--- src/uart_defines.vh ---
`ifndef UART_DEFINES_VH
`define UART_DEFINES_VH
`define CLK_HZ 100000000
`define BAUD_1200 1200
`define BAUD_2400 2400
`define BAUD_4800 4800
`define BAUD_9600 9600
`define SEL_1200 2'h0
`define SEL_2400 2'h1
`define SEL_4800 2'h2
`define SEL_9600 2'h3
`define FMT_8N1 2'h0
`define FMT_7O1 2'h1
`define FMT_7E1 2'h2
`define FMT_7N2 2'h3
`define HS_NONE 2'h0
`define HS_SW_BOTH 2'h1
`define HS_SW_TX_HW_RX 2'h2
`define HS_HW_BOTH 2'h3
`define CHAR_XON 8'h11
`define CHAR_XOFF 8'h13
`define FRAME_BITS 4'ha
`define BUF_SIZE 9'h100
`define FREE_LOW 9'h040
`define FREE_HIGH 9'h0c0
`define ADDR_CTRL 8'h00
`define ADDR_STATUS 8'h04
`define ADDR_TXDATA 8'h08
`define ADDR_RXDATA 8'h0c
`define ADDR_IRQ_STAT 8'h10
`define ADDR_IRQ_MASK 8'h14
`define CTRL_BAUD 1:0
`define CTRL_FMT 3:2
`define CTRL_HS 5:4
`define CTRL_RESET 6'h00
`define IRQ_RX_AVAIL 0
`define IRQ_OVERFLOW 1
`define IRQ_TX_TAKEN 2
`define IRQ_FRAME_ERR 3
`define IRQ_WIDTH 4
`endif

--- src/rs232_uart_flow_control.v ---
// Notes on behaviour
// - bit rate selectable among 1200, 2400, 4800, 9600 baud.
// - one start bit then seven or eight data bits.
// - parity even, odd or none per configured format.
// - frame ends with one or two stop bits.
// - receive buffer holds 256 bytes until command logic reads them.
// - resume character is 11h, pause character is 13h.
// - transmit data driven on output line, receive sampled on input.
// - handshake setting 0 none, 1 sw both, 2 sw tx/hw rx, 3 hw both.
// - software tx control halts on pause, continues on resume character.
// - without hardware control, rts held true and cts ignored.
// - hardware tx control stops sending while cts false.
// - hardware rx control drops rts at 3/4 full, raises at 1/4.
// - software rx control sends pause at 64 free, resume at 192 free.
// - bytes arriving with a full buffer are discarded.
// - storing resumes as soon as free space exists.
`timescale 1ns/100ps
`default_nettype none
`include "uart_defines.vh"
module rs232_uart_flow_control (
  input wire clock,
  input wire rst,
  input wire psel,
  input wire penable,
  input wire pwrite,
  input wire [7:0] paddr,
  input wire [31:0] pwdata,
  output wire pready,
  output wire [31:0] prdata,
  output wire pslverr,
  output wire irq,
  output wire txd,
  input wire rxd,
  output wire rts,
  input wire cts
);
  localparam [31:0] BIT_1200 = `CLK_HZ / `BAUD_1200;
  localparam [31:0] BIT_2400 = `CLK_HZ / `BAUD_2400;
  localparam [31:0] BIT_4800 = `CLK_HZ / `BAUD_4800;
  localparam [31:0] BIT_9600 = `CLK_HZ / `BAUD_9600;

  reg [5:0] ctrl_ff;
  reg [`IRQ_WIDTH-1:0] irqStat_ff;
  reg [`IRQ_WIDTH-1:0] irqMask_ff;
  reg pready_ff;
  reg [31:0] prdata_ff;
  reg rxdMeta_ff, rxdSync_ff, ctsMeta_ff, ctsSync_ff;
  reg [7:0] mem [0:255];
  reg [7:0] wrPtr_ff, rdPtr_ff;
  reg [8:0] count_ff;
  reg throttled_ff;
  reg pendXoff_ff, pendXon_ff;
  reg paused_ff;
  reg [7:0] hold_ff;
  reg holdFull_ff;
  reg [9:0] txShift_ff;
  reg [3:0] txBits_ff;
  reg [16:0] txCnt_ff;
  reg txActive_ff;
  reg rxActive_ff;
  reg [3:0] rxBits_ff;
  reg [16:0] rxCnt_ff;
  reg [9:0] rxShift_ff;
  reg rxDone_ff;

  wire [1:0] baudSel = ctrl_ff[`CTRL_BAUD];
  wire [1:0] fmt = ctrl_ff[`CTRL_FMT];
  wire [1:0] hsMode = ctrl_ff[`CTRL_HS];
  wire swTx = (hsMode == `HS_SW_BOTH) || (hsMode == `HS_SW_TX_HW_RX);
  wire hwTx = (hsMode == `HS_HW_BOTH);
  wire swRx = (hsMode == `HS_SW_BOTH);
  wire hwRx = (hsMode == `HS_SW_TX_HW_RX) || (hsMode == `HS_HW_BOTH);

  reg [16:0] bitLen;
  always @* begin
    case (baudSel)
      `SEL_1200: bitLen = BIT_1200[16:0];
      `SEL_2400: bitLen = BIT_2400[16:0];
      `SEL_4800: bitLen = BIT_4800[16:0];
      default: bitLen = BIT_9600[16:0];
    endcase
  end

  // apb: one wait state so read data comes from a flop
  wire apbAccess = psel && penable && !pready_ff;
  wire apbDone = psel && penable && pready_ff;
  wire wrEn = apbDone && pwrite;
  wire rdEn = apbDone && !pwrite;
  assign pready = pready_ff;
  assign prdata = prdata_ff;
  assign pslverr = 1'b0;

  wire [8:0] freeSpace = `BUF_SIZE - count_ff;
  wire bufEmpty = (count_ff == 9'h000);
  wire bufFull = (count_ff == `BUF_SIZE);

  reg [31:0] rdValue;
  always @* begin
    rdValue = 32'h00000000;
    if (paddr == `ADDR_CTRL) begin
      rdValue = {26'h0000000, ctrl_ff};
    end else if (paddr == `ADDR_STATUS) begin
      rdValue = {17'h00000, ctsSync_ff, rts, throttled_ff, paused_ff,
        txActive_ff, holdFull_ff, count_ff};
    end else if (paddr == `ADDR_RXDATA) begin
      rdValue = {23'h000000, bufEmpty, bufEmpty ? 8'h00 : mem[rdPtr_ff]};
    end else if (paddr == `ADDR_IRQ_STAT) begin
      rdValue = {28'h0000000, irqStat_ff};
    end else if (paddr == `ADDR_IRQ_MASK) begin
      rdValue = {28'h0000000, irqMask_ff};
    end
  end

  always @(posedge clock) begin
    if (rst) begin
      pready_ff <= 1'b0;
      prdata_ff <= 32'h00000000;
      ctrl_ff <= `CTRL_RESET;
      irqMask_ff <= {`IRQ_WIDTH{1'b0}};
    end else begin
      pready_ff <= apbAccess;
      if (apbAccess) begin
        prdata_ff <= pwrite ? 32'h00000000 : rdValue;
      end
      if (wrEn && paddr == `ADDR_CTRL) begin
        ctrl_ff <= pwdata[5:0];
      end
      if (wrEn && paddr == `ADDR_IRQ_MASK) begin
        irqMask_ff <= pwdata[`IRQ_WIDTH-1:0];
      end
    end
  end

  // pin inputs through two flops before any use
  always @(posedge clock) begin
    if (rst) begin
      rxdMeta_ff <= 1'b1;
      rxdSync_ff <= 1'b1;
      ctsMeta_ff <= 1'b0;
      ctsSync_ff <= 1'b0;
    end else begin
      rxdMeta_ff <= rxd;
      rxdSync_ff <= rxdMeta_ff;
      ctsMeta_ff <= cts;
      ctsSync_ff <= ctsMeta_ff;
    end
  end

  // receiver: one sample at mid-bit, ten bits in every format
  wire rxTick = rxActive_ff && (rxCnt_ff == 17'h00000);
  always @(posedge clock) begin
    if (rst) begin
      rxActive_ff <= 1'b0;
      rxBits_ff <= 4'h0;
      rxCnt_ff <= 17'h00000;
      rxShift_ff <= 10'h3ff;
      rxDone_ff <= 1'b0;
    end else begin
      rxDone_ff <= 1'b0;
      if (!rxActive_ff) begin
        if (!rxdSync_ff) begin
          rxActive_ff <= 1'b1;
          rxCnt_ff <= {1'b0, bitLen[16:1]};
          rxBits_ff <= 4'h0;
        end
      end else if (rxTick) begin
        rxShift_ff <= {rxdSync_ff, rxShift_ff[9:1]};
        rxCnt_ff <= bitLen - 17'h00001;
        rxBits_ff <= rxBits_ff + 4'h1;
        // glitch shorter than half a bit is not a start
        if (rxBits_ff == 4'h0 && rxdSync_ff) begin
          rxActive_ff <= 1'b0;
        end else if (rxBits_ff == `FRAME_BITS - 4'h1) begin
          rxActive_ff <= 1'b0;
          rxDone_ff <= 1'b1;
        end
      end else begin
        rxCnt_ff <= rxCnt_ff - 17'h00001;
      end
    end
  end

  reg [7:0] rxByte;
  reg rxBad;
  always @* begin
    rxByte = {1'b0, rxShift_ff[7:1]};
    rxBad = !rxShift_ff[9];
    case (fmt)
      `FMT_8N1: rxByte = rxShift_ff[8:1];
      `FMT_7O1: rxBad = rxBad || !(^rxShift_ff[8:1]);
      `FMT_7E1: rxBad = rxBad || (^rxShift_ff[8:1]);
      default: rxBad = rxBad || !rxShift_ff[8];
    endcase
  end

  wire rxGood = rxDone_ff && !rxBad;
  wire isXoff = (rxByte == `CHAR_XOFF);
  wire isXon = (rxByte == `CHAR_XON);
  wire flowChar = swTx && (isXoff || isXon);
  wire pushReq = rxGood && !flowChar;
  wire push = pushReq && !bufFull;
  wire pop = rdEn && (paddr == `ADDR_RXDATA) && !bufEmpty;

  always @(posedge clock) begin
    if (push) begin
      mem[wrPtr_ff] <= rxByte;
    end
  end

  always @(posedge clock) begin
    if (rst) begin
      wrPtr_ff <= 8'h00;
      rdPtr_ff <= 8'h00;
      count_ff <= 9'h000;
      paused_ff <= 1'b0;
    end else begin
      if (push) begin
        wrPtr_ff <= wrPtr_ff + 8'h01;
      end
      if (pop) begin
        rdPtr_ff <= rdPtr_ff + 8'h01;
      end
      if (push && !pop) begin
        count_ff <= count_ff + 9'h001;
      end else if (pop && !push) begin
        count_ff <= count_ff - 9'h001;
      end
      if (!swTx) begin
        paused_ff <= 1'b0;
      end else if (rxGood && isXoff) begin
        paused_ff <= 1'b1;
      end else if (rxGood && isXon) begin
        paused_ff <= 1'b0;
      end
    end
  end

  // receive throttle with hysteresis between 64 and 192 free bytes
  wire goThrottle = !throttled_ff && (freeSpace <= `FREE_LOW);
  wire goRelease = throttled_ff && (freeSpace >= `FREE_HIGH);
  assign rts = hwRx ? !throttled_ff : 1'b1;

  // transmitter
  wire txBlocked = (swTx && paused_ff) || (hwTx && !ctsSync_ff);
  wire sendFlow = pendXoff_ff || pendXon_ff;
  wire txStart = !txActive_ff && (sendFlow || (holdFull_ff && !txBlocked));
  wire [7:0] txByte = pendXoff_ff ? `CHAR_XOFF :
    (pendXon_ff ? `CHAR_XON : hold_ff);
  wire takeHold = txStart && !sendFlow;
  wire holdWrite = wrEn && (paddr == `ADDR_TXDATA) && !holdFull_ff;

  reg [9:0] txFrame;
  always @* begin
    case (fmt)
      `FMT_8N1: txFrame = {1'b1, txByte, 1'b0};
      `FMT_7O1: txFrame = {1'b1, ~^txByte[6:0], txByte[6:0], 1'b0};
      `FMT_7E1: txFrame = {1'b1, ^txByte[6:0], txByte[6:0], 1'b0};
      default: txFrame = {2'h3, txByte[6:0], 1'b0};
    endcase
  end

  assign txd = txShift_ff[0];

  always @(posedge clock) begin
    if (rst) begin
      throttled_ff <= 1'b0;
      pendXoff_ff <= 1'b0;
      pendXon_ff <= 1'b0;
      hold_ff <= 8'h00;
      holdFull_ff <= 1'b0;
      txShift_ff <= 10'h3ff;
      txBits_ff <= 4'h0;
      txCnt_ff <= 17'h00000;
      txActive_ff <= 1'b0;
    end else begin
      if (goThrottle) begin
        throttled_ff <= 1'b1;
      end else if (goRelease) begin
        throttled_ff <= 1'b0;
      end
      // a newer flow event supersedes one not yet sent
      if (swRx && goThrottle) begin
        pendXoff_ff <= 1'b1;
        pendXon_ff <= 1'b0;
      end else if (swRx && goRelease) begin
        pendXon_ff <= 1'b1;
        pendXoff_ff <= 1'b0;
      end else if (txStart && pendXoff_ff) begin
        pendXoff_ff <= 1'b0;
      end else if (txStart && pendXon_ff) begin
        pendXon_ff <= 1'b0;
      end
      if (holdWrite) begin
        hold_ff <= pwdata[7:0];
        holdFull_ff <= 1'b1;
      end else if (takeHold) begin
        holdFull_ff <= 1'b0;
      end
      if (txStart) begin
        txShift_ff <= txFrame;
        txActive_ff <= 1'b1;
        txBits_ff <= 4'h0;
        txCnt_ff <= bitLen - 17'h00001;
      end else if (txActive_ff) begin
        if (txCnt_ff == 17'h00000) begin
          txShift_ff <= {1'b1, txShift_ff[9:1]};
          txCnt_ff <= bitLen - 17'h00001;
          txBits_ff <= txBits_ff + 4'h1;
          if (txBits_ff == `FRAME_BITS - 4'h1) begin
            txActive_ff <= 1'b0;
          end
        end else begin
          txCnt_ff <= txCnt_ff - 17'h00001;
        end
      end
    end
  end

  // interrupts: set beats a simultaneous write-one clear
  wire [`IRQ_WIDTH-1:0] irqSet;
  wire [`IRQ_WIDTH-1:0] irqClr;
  assign irqSet[`IRQ_RX_AVAIL] = push;
  assign irqSet[`IRQ_OVERFLOW] = pushReq && bufFull;
  assign irqSet[`IRQ_TX_TAKEN] = takeHold;
  assign irqSet[`IRQ_FRAME_ERR] = rxDone_ff && rxBad;
  assign irqClr = (wrEn && paddr == `ADDR_IRQ_STAT) ?
    pwdata[`IRQ_WIDTH-1:0] : {`IRQ_WIDTH{1'b0}};
  always @(posedge clock) begin
    if (rst) begin
      irqStat_ff <= {`IRQ_WIDTH{1'b0}};
    end else begin
      irqStat_ff <= (irqStat_ff & ~irqClr) | irqSet;
    end
  end
  assign irq = |(irqStat_ff & irqMask_ff);
endmodule // rs232_uart_flow_control
`default_nettype wire

--- config.mk ---
export PLATFORM = sky130hd
export DESIGN_NAME = rs232_uart_flow_control
export DESIGN_NICKNAME = d
export VERILOG_FILES = /design/src/rs232_uart_flow_control.v
export VERILOG_INCLUDE_DIRS = /design/src
export SDC_FILE = /design/constraint.sdc
export NUM_CORES = 2
export LEC_CHECK = 0
export ABC_CLOCK_PERIOD_IN_PS = 22700
export BUFFER_PORTS_ARGS = -buffer_cell sky130_fd_sc_hd__buf_2
export CAP_MARGIN = 15
export CORE_AREA = 2 2 385 387
export DETAILED_ROUTE_END_ITERATION = 16
export DIE_AREA = 0 0 387 389
export PLACE_DENSITY = 0.79
export SETUP_SLACK_MARGIN = 0.05
export SLEW_MARGIN = 20
export SYNTH_ARGS = -nofsm -noshare
export SYNTH_HDL_FRONTEND = slang
export SYNTH_SLANG_ARGS = --single-unit
--- constraint.sdc ---
create_clock -name clock -period 22.7 [get_ports clock]
set_input_delay 3.405 -clock clock [delete_from_list [all_inputs] [get_ports clock]]
set_output_delay 3.405 -clock clock [all_outputs]
set_load 0.02 [all_outputs]
-- Word-level counts from Yosys, hierarchy flattened
Memory sizes are Yosys's and may differ from the RTL's. A register that Yosys moved wholly into a read port is not among the register bits.
Index checks and enable logic that the tools add are counted.
- memories: 1
- latch bits: 0
- output and inout port bits: 37
- input bits: 47
- bits in read-only memories: 0
- register bits: 154
- RAM bits: 2048
- memory list (memory ; depth ; bits a word ; rd ports ; clocked after memory_dff ; wr ports ; RTL line ; RTL):
    mem ; 256 ; 8 ; 1 ; 1 ; 1 ; rs232_uart_flow_control.v:48 ; reg [7:0] mem [0:255];
- shifts and indexed selects: 0
- $lt $le $gt $ge: 2
- multiplexer cells: 55
- div/mod/pow operators: 0
- equality and inequality tests: 20
- reductions and logical operators: 89
- bitwise operators: 7
- multiply operators: 0
- add/subtract/negate cells: 10
- operators by type and width (kind ; count):
    17-bit 2-to-1 mux ; 6
    17-bit case mux with 3 select lines ; 1
    17-bit by 1-bit subtractor with 17-bit output (second input constant) ; 3
    8-bit 2-to-1 mux ; 6
    1-bit logical AND ; 35
    17-bit zero test ; 2
    8-bit by 5-bit equality test with 1-bit output (second input constant) ; 4
    32-bit 2-to-1 mux ; 1
    10-bit 2-to-1 mux ; 3
    15-bit 2-to-1 mux ; 2
    9-bit 2-to-1 mux ; 3
    9-bit case mux with 3 select lines ; 1
    1-bit 2-to-1 mux ; 25
    4-bit 2-to-1 mux ; 6
    1-bit zero test ; 17
    8-bit by 1-bit adder with 8-bit output (second input constant) ; 2
    8-bit by 4-bit equality test with 1-bit output (second input constant) ; 2
    2-bit nonzero test ; 7
    2-bit AND reduction ; 5
    9-bit by 1-bit adder with 9-bit output (second input constant) ; 1
    9-bit equality test (second input constant) ; 1
    9-bit by 8-bit greater-or-equal comparator with 1-bit output (second input constant) ; 1
    9-bit by 7-bit less-or-equal comparator with 1-bit output (second input constant) ; 1
    9-bit zero test ; 1
    24 further kinds ; 47

-- Longest topological paths before layout
- depth in word-level cells: 12
- mapped depth: 19
- mapped depth without buffers: 19

-- Worst setup path before layout
No wires, ideal clock.
- path type: flip-flop to flip-flop
- start: register rxShift_ff[2]
- end: register count_ff[8]
- setup time: 70 ps
- arrival time: 7374 ps
- setup slack: 15255 ps
- stages on the path, launching flop included: 20
- buffers on the path: 1
- cells stage by stage: dfxtp_1 inv_1 ha_1 xnor3_1 xnor2_1 mux2i_1 a211o_1 and4b_1 buf_2 ha_1 inv_1 ha_1 nor2b_1 o21ai_0 a21boi_0 o21ai_0 a21oi_1 xnor2_1 or3_1 a21oi_1
- longest elaborated chain between the ends: 11
- RTL lines (what ; RTL line ; RTL):
    start: declaration ; rs232_uart_flow_control.v:63 ; reg [9:0] rxShift_ff;
    start signal: assignment ; rs232_uart_flow_control.v:167 ; rxShift_ff <= {rxdSync_ff, rxShift_ff[9:1]};
    8-bit XOR reduction ; rs232_uart_flow_control.v:190, rs232_uart_flow_control.v:191 ;
    1-bit zero test ; rs232_uart_flow_control.v:190 ; `FMT_7O1: rxBad = rxBad || !(^rxShift_ff[8:1]);
    1-bit logical OR ; rs232_uart_flow_control.v:190 ;
    1-bit case mux with 3 select lines ; rs232_uart_flow_control.v:188 ; case (fmt)
    1-bit zero test ; rs232_uart_flow_control.v:196 ; wire rxGood = rxDone_ff && !rxBad;
    1-bit logical AND ; rs232_uart_flow_control.v:196 ;
    1-bit logical AND (*) ; rs232_uart_flow_control.v:200 ; wire pushReq = rxGood && !flowChar;
    1-bit logical AND (*) ; rs232_uart_flow_control.v:201 ; wire push = pushReq && !bufFull;
    named net push ; rs232_uart_flow_control.v:201 ;
    1-bit zero test ; rs232_uart_flow_control.v:225 ; end else if (pop && !push) begin
    1-bit logical AND ; rs232_uart_flow_control.v:225 ;
    2-bit nonzero test (no source line) ; - ;
    end signal: assignment ; rs232_uart_flow_control.v:224 ; count_ff <= count_ff + 9'h001;
    end signal: assignment ; rs232_uart_flow_control.v:226 ; count_ff <= count_ff - 9'h001;
    end: declaration ; rs232_uart_flow_control.v:50 ; reg [8:0] count_ff;
Mark *: on every way through the listed nets, which the timed path passes. The rest lies on a longest branch.
A chain may end at the register's enable or synchronous reset.

-- Worst setup path after layout
- start: input paddr[5]
- end: register count_ff[8]
- longest elaborated chain between the ends: 6
- RTL lines (what ; RTL line ; RTL):
    start: declaration ; rs232_uart_flow_control.v:26 ; input wire [7:0] paddr,
    8-bit by 4-bit equality test with 1-bit output (no source line) (*) ; - ;
    1-bit logical AND (*) (2 in a row) ; rs232_uart_flow_control.v:202 ; wire pop = rdEn && (paddr == `ADDR_RXDATA) && !bufEmpty;
    1-bit zero test ; rs232_uart_flow_control.v:223 ; if (push && !pop) begin
    1-bit logical AND ; rs232_uart_flow_control.v:223 ;
    9-bit 2-to-1 mux / 2-bit nonzero test (equally long branches) ; - ;
Mark *: on every way between the ends. The rest lies on a longest branch, timed or not.

==> impl_metrics.py <==
metrics = {
    "floorplanning": {
        "initial_utilization_pct": 59.5,
        "fp.dieH_um": 389,
        "core_area_sq_um": 147000,
        "dieWidth_um": 387,
        "pin_count": 84,
        "fp.dieArea_sq_um": 151000,
        "core.rowCount": 141,
    },
    "setup_path": {
        "required_ps": 23470,
        "worstSetupEndpointType": "register",
        "cp.arrival_ps": 7430,
        "worstSetupPathType": "in -> reg",
        "worstPathMaxFanout": 8,
        "start_kind": "primary input",
    },
    "clocking": {
        "cts-htree-levels": 4,
        "clock_latency_ps": 850,
        "cts-resized-gates": 0,
        "cts_sinks": 2191,
        "post-cts-setup-buffers": 0,
        "cts.hold.buffers_added": 0,
        "cts_buffer_depth": 3,
        "ctsRootBufferMaster": "clkbuf_16",
        "tritoncts": "built",
        "clkTransAtPathRegs_ps": 70,
        "cts_made_buffers": 202,
    },
    "route": {
        "wl_mm": 215,
        "wl_per_cell_um": 31.6,
        "drtIter0Drc": 6793,
        "vias": 46300,
        "firstDrtPassIters": 6,
        "vias_per_cell": 6.81,
        "ant_nets": 0,
        "drc_errors": 0,
    },
    "sta": {
        "fin_tns_setup_ps": 0,
        "fmax_mhz": 150,
        "grt_setup_unrepaired": "no",
        "worst_slew_pin_slew_ps": 1190,
        "hold_violations": 0,
        "skew_ps": 35.4,
        "period_share_pct": 29.3,
        "slew_viol_final": 0,
        "setup_violations": 0,
        "fin_crit_ps": 6660,
        "slew_headroom_pct": 18.9,
    },
    "grt": {
        "grt_overflow": 0,
        "track_usage_pct": 28.6,
        "grt_pass1_vias": 45900,
        "antenna_found_initial": 9,
        "grt_max_degree": 201,
        "grt_pass1_wl_mm": 313,
    },
    "synthesis": {
        "synth_largest_area_cell": "edfxtp_1",
        "syn_area_sq_um": 87200,
        "ys_ff_latch": 2191,
        "yosys_most_used_dff": "edfxtp_1",
        "async_flop_share_pct": 0,
        "synth_common_cells": "edfxtp_1, mux4_2, nor2_1, mux2i_1, dfxtp_1",
        "synth_area_leaders": "edfxtp_1, mux4_2, dfxtp_1, mux2i_1, nor2_1",
        "synth.most_common_cell": "edfxtp_1",
        "synth-edff-count": 2048,
        "ys_warn_count": 0,
        "synth.avg_cell_area_sq_um": 18.9,
        "syn_inst": 4627,
        "synth_cell_types": 71,
        "yosysSeqAreaShare_pct": 73.8,
        "yosysTopAreaCellShare_pct": 70.5,
    },
    "run": {
        "cap_violations": 0,
    },
    "placed_design": {
        "hpwlAfterDp_mm": 127,
        "gp_congestion": 0.900,
        "dpl-instance-area_sq_um": 89000,
        "port_buffers": 41,
    },
    "power_and_ir_drop": {
        "p_sw_share_pct": 20.0,
        "power_per_cell_area_nw_per_um2": 81.8,
        "power_frac_comb_pct": 1.3,
        "power.internal_mw": 6.24,
        "p_leak_nw": 29.4,
        "pwr-share-clk_pct": 42.0,
        "sequentialPowerShare_pct": 56.7,
        "switchingPower_mw": 1.56,
        "ir_drop_v": 0.000102,
    },
    "status": {
        "outcome": "complete, no violations",
    },
    "cells_and_area": {
        "fillCellCount": 9153,
        "fin_nets": 4783,
        "stdcell_area_sq_um": 95400,
        "fin_util_pct": 65.1,
        "area_growth_pct": 9.36,
        "drive_gt1_share_pct": 19.1,
    },
    "min_path": {
        "hp-class": "reg -> reg",
    },
}
layout by cell type, fill, tap and decap left out, types with 13 or more instances in the layout:
master,n
dfxtp_1,129
mux2_2,14
a21oi_1,115
nand3_1,41
xnor2_1,19
mux2i_1,190
nor4_1,27
nand2_1,132
buf_2,40
nor3_1,59
nor2_1,420
inv_1,36
a22oi_1,101
clkinv_1,62
a211oi_1,31
or2_2,14
a211o_1,16
o21ai_0,76
nand4_1,14
clkbuf_16,208
or3_1,13
nor2b_1,44
clkbuf_1,53
conb_1,18
clkinv_2,22
a22o_1,15
xor2_1,23
a31oi_1,17
a221oi_1,16
o22ai_1,33
mux4_2,484
nand2b_1,32
edfxtp_1,2048
ha_1,41
buf_4,74
o211ai_1,19
worst paths after layout:
path,start,to,slack [ps],cells after the start
setup / recovery,paddr[5],count_ff[8],16040,17
hold / removal,rxdMeta_ff,rxdSync_ff,430,1
setup reg to reg,register,prdata[3],16280,10
hold reg to reg,rxdMeta_ff,rxdSync_ff,430,1
registers in the layout (all words and copies together) (netlist names), 6 cells and up, named ones only:
register	cells
txShift_ff	9
rxCnt_ff	17
count_ff	9
wrPtr_ff	8
rdPtr_ff	8
hold_ff	8
txCnt_ff	17
rxShift_ff	9
prdata	15
ctrl_ff	6
mem	2048
worst max-delay path, stage by stage:
cell and delay (ps):
buf_2 90, or3_1 380, nor3_1 370, nand4b_1 280
nor3_2 530, inv_1 90, ha_1 230, inv_1 220
ha_1 310, nor2b_1 150, o21ai_0 210, a21boi_0 150
o21ai_0 250, a21oi_1 120, xnor2_1 160, or3_1 320
a21oi_1 160
power by group through the flow:
stage / Sequential [mW] / Combinational (mW) / Clock [mW]
after CTS: 4.42 / 0.0965 / 3.29
after floorplan: 4.53 / 0.0453 / 0
final: 4.42 / 0.0983 / 3.28
after detailed placement: 4.51 / 0.0963 / 0
after global routing: 4.42 / 0.107 / 3.44
after global placement: 4.51 / 0.0913 / 0
cells by family after synthesis:
logic type	share of synthesized area, %
flops	73.8
simple gates	4.49
mux	14.9
compound gates	3.74
buf+inv	2.06
xor+xnor	0.448
fa+ha+maj	0.611
other cells	0.00430
per-layer routing:
layer  vias to the layer above  track usage [%]  wire length [um]
met3                       539             7.21             25300
met4                         8             12.9             10300
met1                     23800             38.5             76800
met2                      3107             44.9            102000
met5                         -                0                54
li1                      18800                -                 -
final cells by class:
type | count | area (sq um) | area share (%)
diodes | 5 | 12.5 | 0.0131
clock buffers | 263 | 5430 | 5.69
clock inverters | 110 | 900 | 0.943
inverters | 37 | 139 | 0.146
multi-input cells | 2139 | 21200 | 22.2
flip-flops and latches | 2191 | 64400 | 67.5
well taps | 1930 | 2410 | 2.53
repair buffers | 123 | 918 | 0.963
through the flow:
stage	cells	hold slack, ps	power [mW]	setup WS, ps
floorplan	4644	389	4.58	15260
detailed placement	6420	400	4.61	15300
global placement	6420	403	4.60	15260
CTS	6793	438	7.81	16160
finish	6798	434	7.80	16040
global route	6793	451	7.97	15850
(Power assumes the default switching activity.)
